File: src/core/hpc_pkg.sv
package hpc_pkg;

	// ----------------------------------------------------------------
	// Register map
	// ----------------------------------------------------------------
	localparam logic [7:0] ADDR_RESULT    = 8'h00;
	localparam logic [7:0] ADDR_CONV_CTRL = 8'h01;
	localparam logic [7:0] ADDR_SLOT_A    = 8'h02;
	localparam logic [7:0] ADDR_LAST      = 8'h07;

	// ----------------------------------------------------------------
	// Field positions and reset values
	// ----------------------------------------------------------------
	localparam int         BIT_BUSY       = 7;
	localparam int         BIT_SLOT_SEL   = 4;
	localparam int         BIT_QUANTITY   = 3;
	localparam int         BIT_AUX_GOOD   = 7;
	localparam int         BIT_MAIN_GOOD  = 6;
	localparam int         BIT_GATE       = 2;
	localparam int         BIT_MAIN_ON    = 1;
	localparam int         BIT_AUX_ON     = 0;
	localparam logic [4:0] CONV_CTRL_RST  = 5'h00;
	localparam logic [2:0] SLOT_A_RST     = 3'h0;
	localparam logic [7:0] RESULT_RST     = 8'h00;

	// ----------------------------------------------------------------
	// Supply select codes
	// ----------------------------------------------------------------
	localparam logic [2:0] SUP_NONE       = 3'h0;
	localparam logic [2:0] SUP_3V3        = 3'h1;
	localparam logic [2:0] SUP_12V        = 3'h3;
	localparam logic [2:0] SUP_AUX        = 3'h5;

	// ----------------------------------------------------------------
	// Timing
	// ----------------------------------------------------------------
	localparam int         CLK_HZ         = 10_000_000;
	localparam int         CONV_WAIT_MS   = 100;
	localparam int         CONV_WAIT_CYC  = CONV_WAIT_MS * (CLK_HZ / 1000);
	localparam int         CONV_CNT_W     = 20;

	// ----------------------------------------------------------------
	// Carriers
	// ----------------------------------------------------------------
	typedef struct packed {
		logic       slot_b;
		logic       quantity_choice;
		logic [2:0] supply;
	} hpc_conv_req_t;

	typedef struct packed {
		logic       valid;
		logic [7:0] data;
	} hpc_byte_t;

endpackage

File: src/core/hpc_regs.sv
`timescale 1ns/1ps
module hpc_regs #(
	parameter int CONV_LIMIT = hpc_pkg::CONV_WAIT_CYC
) (
	// Clock and reset
	input  wire logic                  clk,
	input  wire logic                  reset_n,
	// Register access from the serial engine
	input  wire hpc_pkg::hpc_byte_t    cmd_in,
	input  wire hpc_pkg::hpc_byte_t    wr_in,
	input  wire logic                  rd_strobe,
	output hpc_pkg::hpc_byte_t         rd_out,
	// Converter
	output logic                       conv_start,
	output hpc_pkg::hpc_conv_req_t     conv_req,
	input  wire hpc_pkg::hpc_byte_t    conv_done,
	// Slot A analog status and pins
	input  wire logic                  aux_good_a,
	input  wire logic                  main_good_a,
	input  wire logic                  override_input_a_n,
	output logic                       main_on_a,
	output logic                       aux_on_a,
	output logic                       power_good_pin_a_o,
	output logic                       power_good_pin_a_oe
);

	// ----------------------------------------------------------------
	// Pin synchronisers
	// ----------------------------------------------------------------
	// Order: 2 override (idle high), 1 main good, 0 aux good
	localparam logic [2:0] SYNC_INIT = 3'h4;

	logic [2:0] raw_in;
	logic [2:0] sync1_reg;
	logic [2:0] sync2_reg;
	logic [2:0] sync3_reg;
	logic [2:0] filt_reg;

	assign raw_in = {override_input_a_n, main_good_a, aux_good_a};

	genvar gi;
	generate
		for (gi = 0; gi < 3; gi++)
		begin : g_sync
			always_ff @(posedge clk or negedge reset_n)
			begin
				if (!reset_n)
				begin
					sync1_reg[gi] <= SYNC_INIT[gi];
					sync2_reg[gi] <= SYNC_INIT[gi];
					sync3_reg[gi] <= SYNC_INIT[gi];
					filt_reg[gi]  <= SYNC_INIT[gi];
				end
				else
				begin
					sync1_reg[gi] <= raw_in[gi];
					sync2_reg[gi] <= sync1_reg[gi];
					sync3_reg[gi] <= sync2_reg[gi];
					// Glitch of one cycle never reaches the flags
					if (sync2_reg[gi] == sync3_reg[gi])
						filt_reg[gi] <= sync3_reg[gi];
				end
			end
		end
	endgenerate

	wire aux_good_f  = filt_reg[0];
	wire main_good_f = filt_reg[1];
	wire ovr_low_f   = ~filt_reg[2];

	// ----------------------------------------------------------------
	// Address pointer
	// ----------------------------------------------------------------
	logic [7:0] pointer_reg;
	wire  [7:0] addr_eff  = cmd_in.valid ? cmd_in.data : pointer_reg;
	wire        addr_ok   = addr_eff <= hpc_pkg::ADDR_LAST;
	wire        wr_conv   = wr_in.valid && addr_ok && addr_eff == hpc_pkg::ADDR_CONV_CTRL;
	wire        wr_slot   = wr_in.valid && addr_ok && addr_eff == hpc_pkg::ADDR_SLOT_A;

	always_ff @(posedge clk or negedge reset_n)
	begin
		if (!reset_n)
			pointer_reg <= hpc_pkg::ADDR_RESULT;
		else if (cmd_in.valid)
			pointer_reg <= cmd_in.data;
	end

	// ----------------------------------------------------------------
	// Converter control
	// ----------------------------------------------------------------
	logic [4:0]                    conv_ctrl_reg;
	logic                          busy_reg;
	logic [7:0]                    result_reg;
	logic [hpc_pkg::CONV_CNT_W-1:0] wait_cnt_reg;

	localparam logic [hpc_pkg::CONV_CNT_W-1:0] WAIT_LAST =
		hpc_pkg::CONV_CNT_W'(CONV_LIMIT - 1);

	wire [2:0] sup_wr   = wr_in.data[2:0];
	wire       sup_ok   = sup_wr == hpc_pkg::SUP_3V3 || sup_wr == hpc_pkg::SUP_12V
		|| sup_wr == hpc_pkg::SUP_AUX;
	// Writes during a conversion would corrupt the running request
	wire       conv_wr  = wr_conv && !busy_reg;
	wire       start_go = conv_wr && sup_ok;
	wire       wait_end = busy_reg && wait_cnt_reg == WAIT_LAST;
	wire       done_now = busy_reg && conv_done.valid;

	always_ff @(posedge clk or negedge reset_n)
	begin
		if (!reset_n)
			conv_ctrl_reg <= hpc_pkg::CONV_CTRL_RST;
		else if (conv_wr)
			conv_ctrl_reg <= wr_in.data[4:0];
	end

	always_ff @(posedge clk or negedge reset_n)
	begin
		if (!reset_n)
			busy_reg <= 1'b0;
		else if (start_go)
			busy_reg <= 1'b1;
		else if (done_now || wait_end)
			busy_reg <= 1'b0;
	end

	always_ff @(posedge clk or negedge reset_n)
	begin
		if (!reset_n)
			wait_cnt_reg <= '0;
		else if (!busy_reg)
			wait_cnt_reg <= '0;
		else
			wait_cnt_reg <= wait_cnt_reg + 1'b1;
	end

	always_ff @(posedge clk or negedge reset_n)
	begin
		if (!reset_n)
			result_reg <= hpc_pkg::RESULT_RST;
		else if (done_now)
			result_reg <= conv_done.data;
	end

	always_ff @(posedge clk or negedge reset_n)
	begin
		if (!reset_n)
		begin
			conv_start <= 1'b0;
			conv_req   <= '0;
		end
		else
		begin
			conv_start <= start_go;
			if (start_go)
			begin
				conv_req.slot_b          <= wr_in.data[hpc_pkg::BIT_SLOT_SEL];
				conv_req.quantity_choice <= wr_in.data[hpc_pkg::BIT_QUANTITY];
				conv_req.supply          <= sup_wr;
			end
		end
	end

	// ----------------------------------------------------------------
	// Slot A power control
	// ----------------------------------------------------------------
	logic [2:0] slot_a_reg;

	always_ff @(posedge clk or negedge reset_n)
	begin
		if (!reset_n)
			slot_a_reg <= hpc_pkg::SLOT_A_RST;
		else if (wr_slot)
			slot_a_reg <= wr_in.data[2:0];
	end

	wire override_act = ovr_low_f && !slot_a_reg[hpc_pkg::BIT_GATE];
	wire pg_drive     = aux_good_f && main_good_f && !override_act;

	always_ff @(posedge clk or negedge reset_n)
	begin
		if (!reset_n)
		begin
			main_on_a           <= 1'b0;
			aux_on_a            <= 1'b0;
			power_good_pin_a_o  <= 1'b0;
			power_good_pin_a_oe <= 1'b0;
		end
		else
		begin
			main_on_a           <= slot_a_reg[hpc_pkg::BIT_MAIN_ON];
			aux_on_a            <= slot_a_reg[hpc_pkg::BIT_AUX_ON];
			power_good_pin_a_o  <= 1'b0;
			power_good_pin_a_oe <= pg_drive;
		end
	end

	// ----------------------------------------------------------------
	// Read path
	// ----------------------------------------------------------------
	function automatic logic [7:0] read_mux(input logic [7:0] a, input logic [7:0] res,
		input logic bsy, input logic [4:0] cc, input logic ag, input logic mg,
		input logic [2:0] sa);
		logic [7:0] v;
		v = 8'h00;
		case (a)
			hpc_pkg::ADDR_RESULT:    v = res;
			hpc_pkg::ADDR_CONV_CTRL: v = {bsy, 2'b00, cc};
			hpc_pkg::ADDR_SLOT_A:    v = {ag, mg, 3'b000, sa};
			default:                 v = 8'h00;
		endcase
		return v;
	endfunction

	wire [7:0] rd_value = read_mux(addr_eff, result_reg, busy_reg, conv_ctrl_reg,
		aux_good_f, main_good_f, slot_a_reg);

	always_ff @(posedge clk or negedge reset_n)
	begin
		if (!reset_n)
			rd_out <= '0;
		else
		begin
			rd_out.valid <= rd_strobe;
			if (rd_strobe)
				rd_out.data <= rd_value;
		end
	end
endmodule

File: config.mk
export PLATFORM = sky130hd
export DESIGN_NAME = hpc_regs
export DESIGN_NICKNAME = d
export VERILOG_FILES = /design/src/core/hpc_pkg.sv /design/src/core/hpc_regs.sv
export SDC_FILE = /design/constraint.sdc
export NUM_CORES = 1
export LEC_CHECK = 0
export BUFFER_PORTS_ARGS = -buffer_cell sky130_fd_sc_hd__buf_4
export CORE_UTILIZATION = 45
export DETAILED_ROUTE_END_ITERATION = 12
export PLACE_DENSITY = 0.66
export SETUP_SLACK_MARGIN = 0.5
export SYNTH_ARGS = -nofsm -noshare
export SYNTH_HDL_FRONTEND = slang
export SYNTH_SLANG_ARGS = --single-unit
export TNS_END_PERCENT = 10
File: constraint.sdc
create_clock -name clk -period 3.7 [get_ports clk]
set_clock_uncertainty 0.2 [all_clocks]
set_input_delay 0.37 -clock clk [delete_from_list [all_inputs] [get_ports clk]]
set_output_delay 0.37 -clock clk [all_outputs]
set_load 0.02 [all_outputs]
==> flow_summary.ini <==
[outcome]
status = finished with violations
violations = hold timing

[placement]
port_buffers = 47
dpl_worst_slack_ns = 1.14
gp_congestion = 0.781
hpwl_um = 4230

[sta]
tightest_slew_ns = 1.07
maxSlewViolCount = 0
rsz0062_at_grt = no
hold_viol = 71
setup_ws_ns = 1.18
setup_viol = 0
clock.fmax_ghz = 0.396
relSlewSlack_pct = 28.5
holdWs_ns = -0.0413
tns_ns = 0
min_period_ns = 2.52
min_period_over_period_pct = 68.2

[logic_synthesis]
synth_cell_types = 48
synth_ff_type = dfrtp_1
yosys_warnings = 0
async_flop_share_pct = 100
syn_area_um2 = 3160
synth_seq_area_share_pct = 59.6
synth-edff-count = 0
syn_area_per_cell_um2 = 12.2
ys_seq_elements = 75
synth_cells = 259
syn_nets = 293

[power_and_ir_drop]
pwr_density_cell_nw_per_um2 = 416
peakVddDrop_mv = 0.250
power_leakage_nw = 1.70

[floorplan]
core_region_area_um2 = 6790
dieArea_um2 = 7360
pin_count = 52
die_y_um = 85.8
start_util_pct = 46.5
die_width_um = 85.8
placementRows = 30

[route]
drcViolationCount = 0
drt-initial-drc-count = 115
vias = 2187
ant_nets = 0
wirelength_um = 6130
drt_pass1_iterations = 4
routedWlPerCell_um = 14.8
drt-vias-per-instance = 5.28

[final_layout]
drive_gt1_share_pct = 30.2
syn2layout_area_growth_pct = 21.1
largest_reg_flops = 20
layout.cells.most_common = dfrtp_1
antennaDiodeCount = 0
final_cell_mix = dfrtp_1, buf_4, mux2_2
nets = 347

[min_path]
min_path_type = input pin to asynchronous set/reset pin

[setup_path]
required_ns = 3.72
end_kind = register
cp.arrival_ns = 2.54
crit_type = register to register
crit_path_start_kind = register
worst-path-max-fanout = 5

[global_routing]
grt_pass1_wl_um = 10100
grt_most_used_layer = met2
grtUsageMet2_pct = 27.6
antenna_found_initial = 0
grt_remaining_overflow = 0
grt_max_degree = 76
grt_pass1_vias = 2096
grt_use_met1_pct = 24.9
grt_util_met3_pct = 3.85
track_usage_pct = 18.2

[cts]
clock_latency_ns = 0.34
cts_tree = built
path_clk_slew_ns = 0.08
ctsRootBufferMaster = clkbuf_8
clock_path_buffers = 2
cts_buffers = 9
cts_htree_levels = 3
cts_sinks = 75
post-cts-setup-buffer-count = 0
cts-resized-gates = 0

[flow_run]
cap_viol_max_count = 0
[cell usage after synthesis, types with 4 or more instances]
| master | count | area share, % |
|---|---|---|
| clkbuf_1 | 4 | 0.48 |
| a21oi_1 | 6 | 0.95 |
| mux2_2 | 23 | 8.2 |
| or4_1 | 4 | 0.95 |
| inv_1 | 15 | 1.8 |
| xnor2_1 | 6 | 1.7 |
| nor2_1 | 14 | 1.7 |
| a222oi_1 | 4 | 1.3 |
| nand2_1 | 14 | 1.7 |
| dfrtp_1 | 71 | 56 |
| o21ai_0 | 6 | 0.95 |
| xor2_1 | 5 | 1.4 |
| dfstp_2 | 4 | 3.3 |
| nor4_1 | 7 | 1.4 |
| o22ai_1 | 8 | 1.6 |
| o2111ai_1 | 4 | 1.1 |
| nand3_1 | 10 | 1.6 |
| nand2b_1 | 5 | 0.99 |
[where the power goes]
group | switching (mW) | internal, mW | total (mW)
combinational | 0.0595 | 0.0524 | 0.112
clock | 0.302 | 0.311 | 0.614
sequential | 0.0171 | 0.850 | 0.867
[path summary, 6_finish.rpt]
path | end | startpoint | cells past startpoint | slack (ns)
setup / recovery | conv_req[3] | pointer_reg[5] | 4 | 1.18
hold / removal | pointer_reg[2] | reset_n | 1 | -0.04
setup reg to reg | conv_req[3] | pointer_reg[5] | 4 | 1.18
hold reg to reg | sync2_reg[1] | sync1_reg[1] | 0 | 0.15
max in group asynchronous | result_reg[2] | reset_n | 1 | 2.75
min in group clk | rd_out[8] | rd_strobe | 1 | 0.03
[per-stage QoR]
stage               util (%)  power, mW  instance area, µm²  instances
finish                  56.3       1.59                3820        414
global route            56.3       1.66                3820        414
CTS                     56.3       1.61                3820        414
detailed placement      53.0      0.995                3600        395
global placement        53.0      0.991                3600        395
floorplan                  -      0.930                3160        259
[logic make-up (layout without fill, tap and decap cells)]
family,Yosys count,in the layout,synth area share [%]
adder cells (fa/ha/maj),4,4,1.35
other,1,1,0.119
AND/OR/NAND/NOR,78,78,14.1
AO/OA/AOI/OAI,42,42,10.1
XOR/XNOR,11,11,3.05
flip-flops,75,75,59.6
multiplexers,25,25,8.83
buffers and inverters,23,82,2.89
[layer usage]
layer	part of all wire, %	vias up
li1	-	1053
met1	47	1063
met2	46	58
met3	4.3	13
met4	2.5	0
met5	0	-
[what timing repair did]
item,4_1_cts,5_1_grt
hold buffers,3,0
setup endpoints to repair,0,0
hold endpoints to repair,3,0
[cell type report]
cell class	count	area, µm²
timing repair buffer	50	383
fill	578	2970
tap	96	120
sequential	75	1880
clock buffer	10	128
inverter	16	60.1
clock inverter	6	66.3
multi-input combinational	161	1190
[critical path, cell delays in order (launching register included)]
cell       delay [ns]
dfrtp_1          0.39
or4_4            0.55
nor4_1           0.55
o2111ai_1        0.36
mux2_2           0.36
Note: power is estimated with default switching activity, not from simulation.
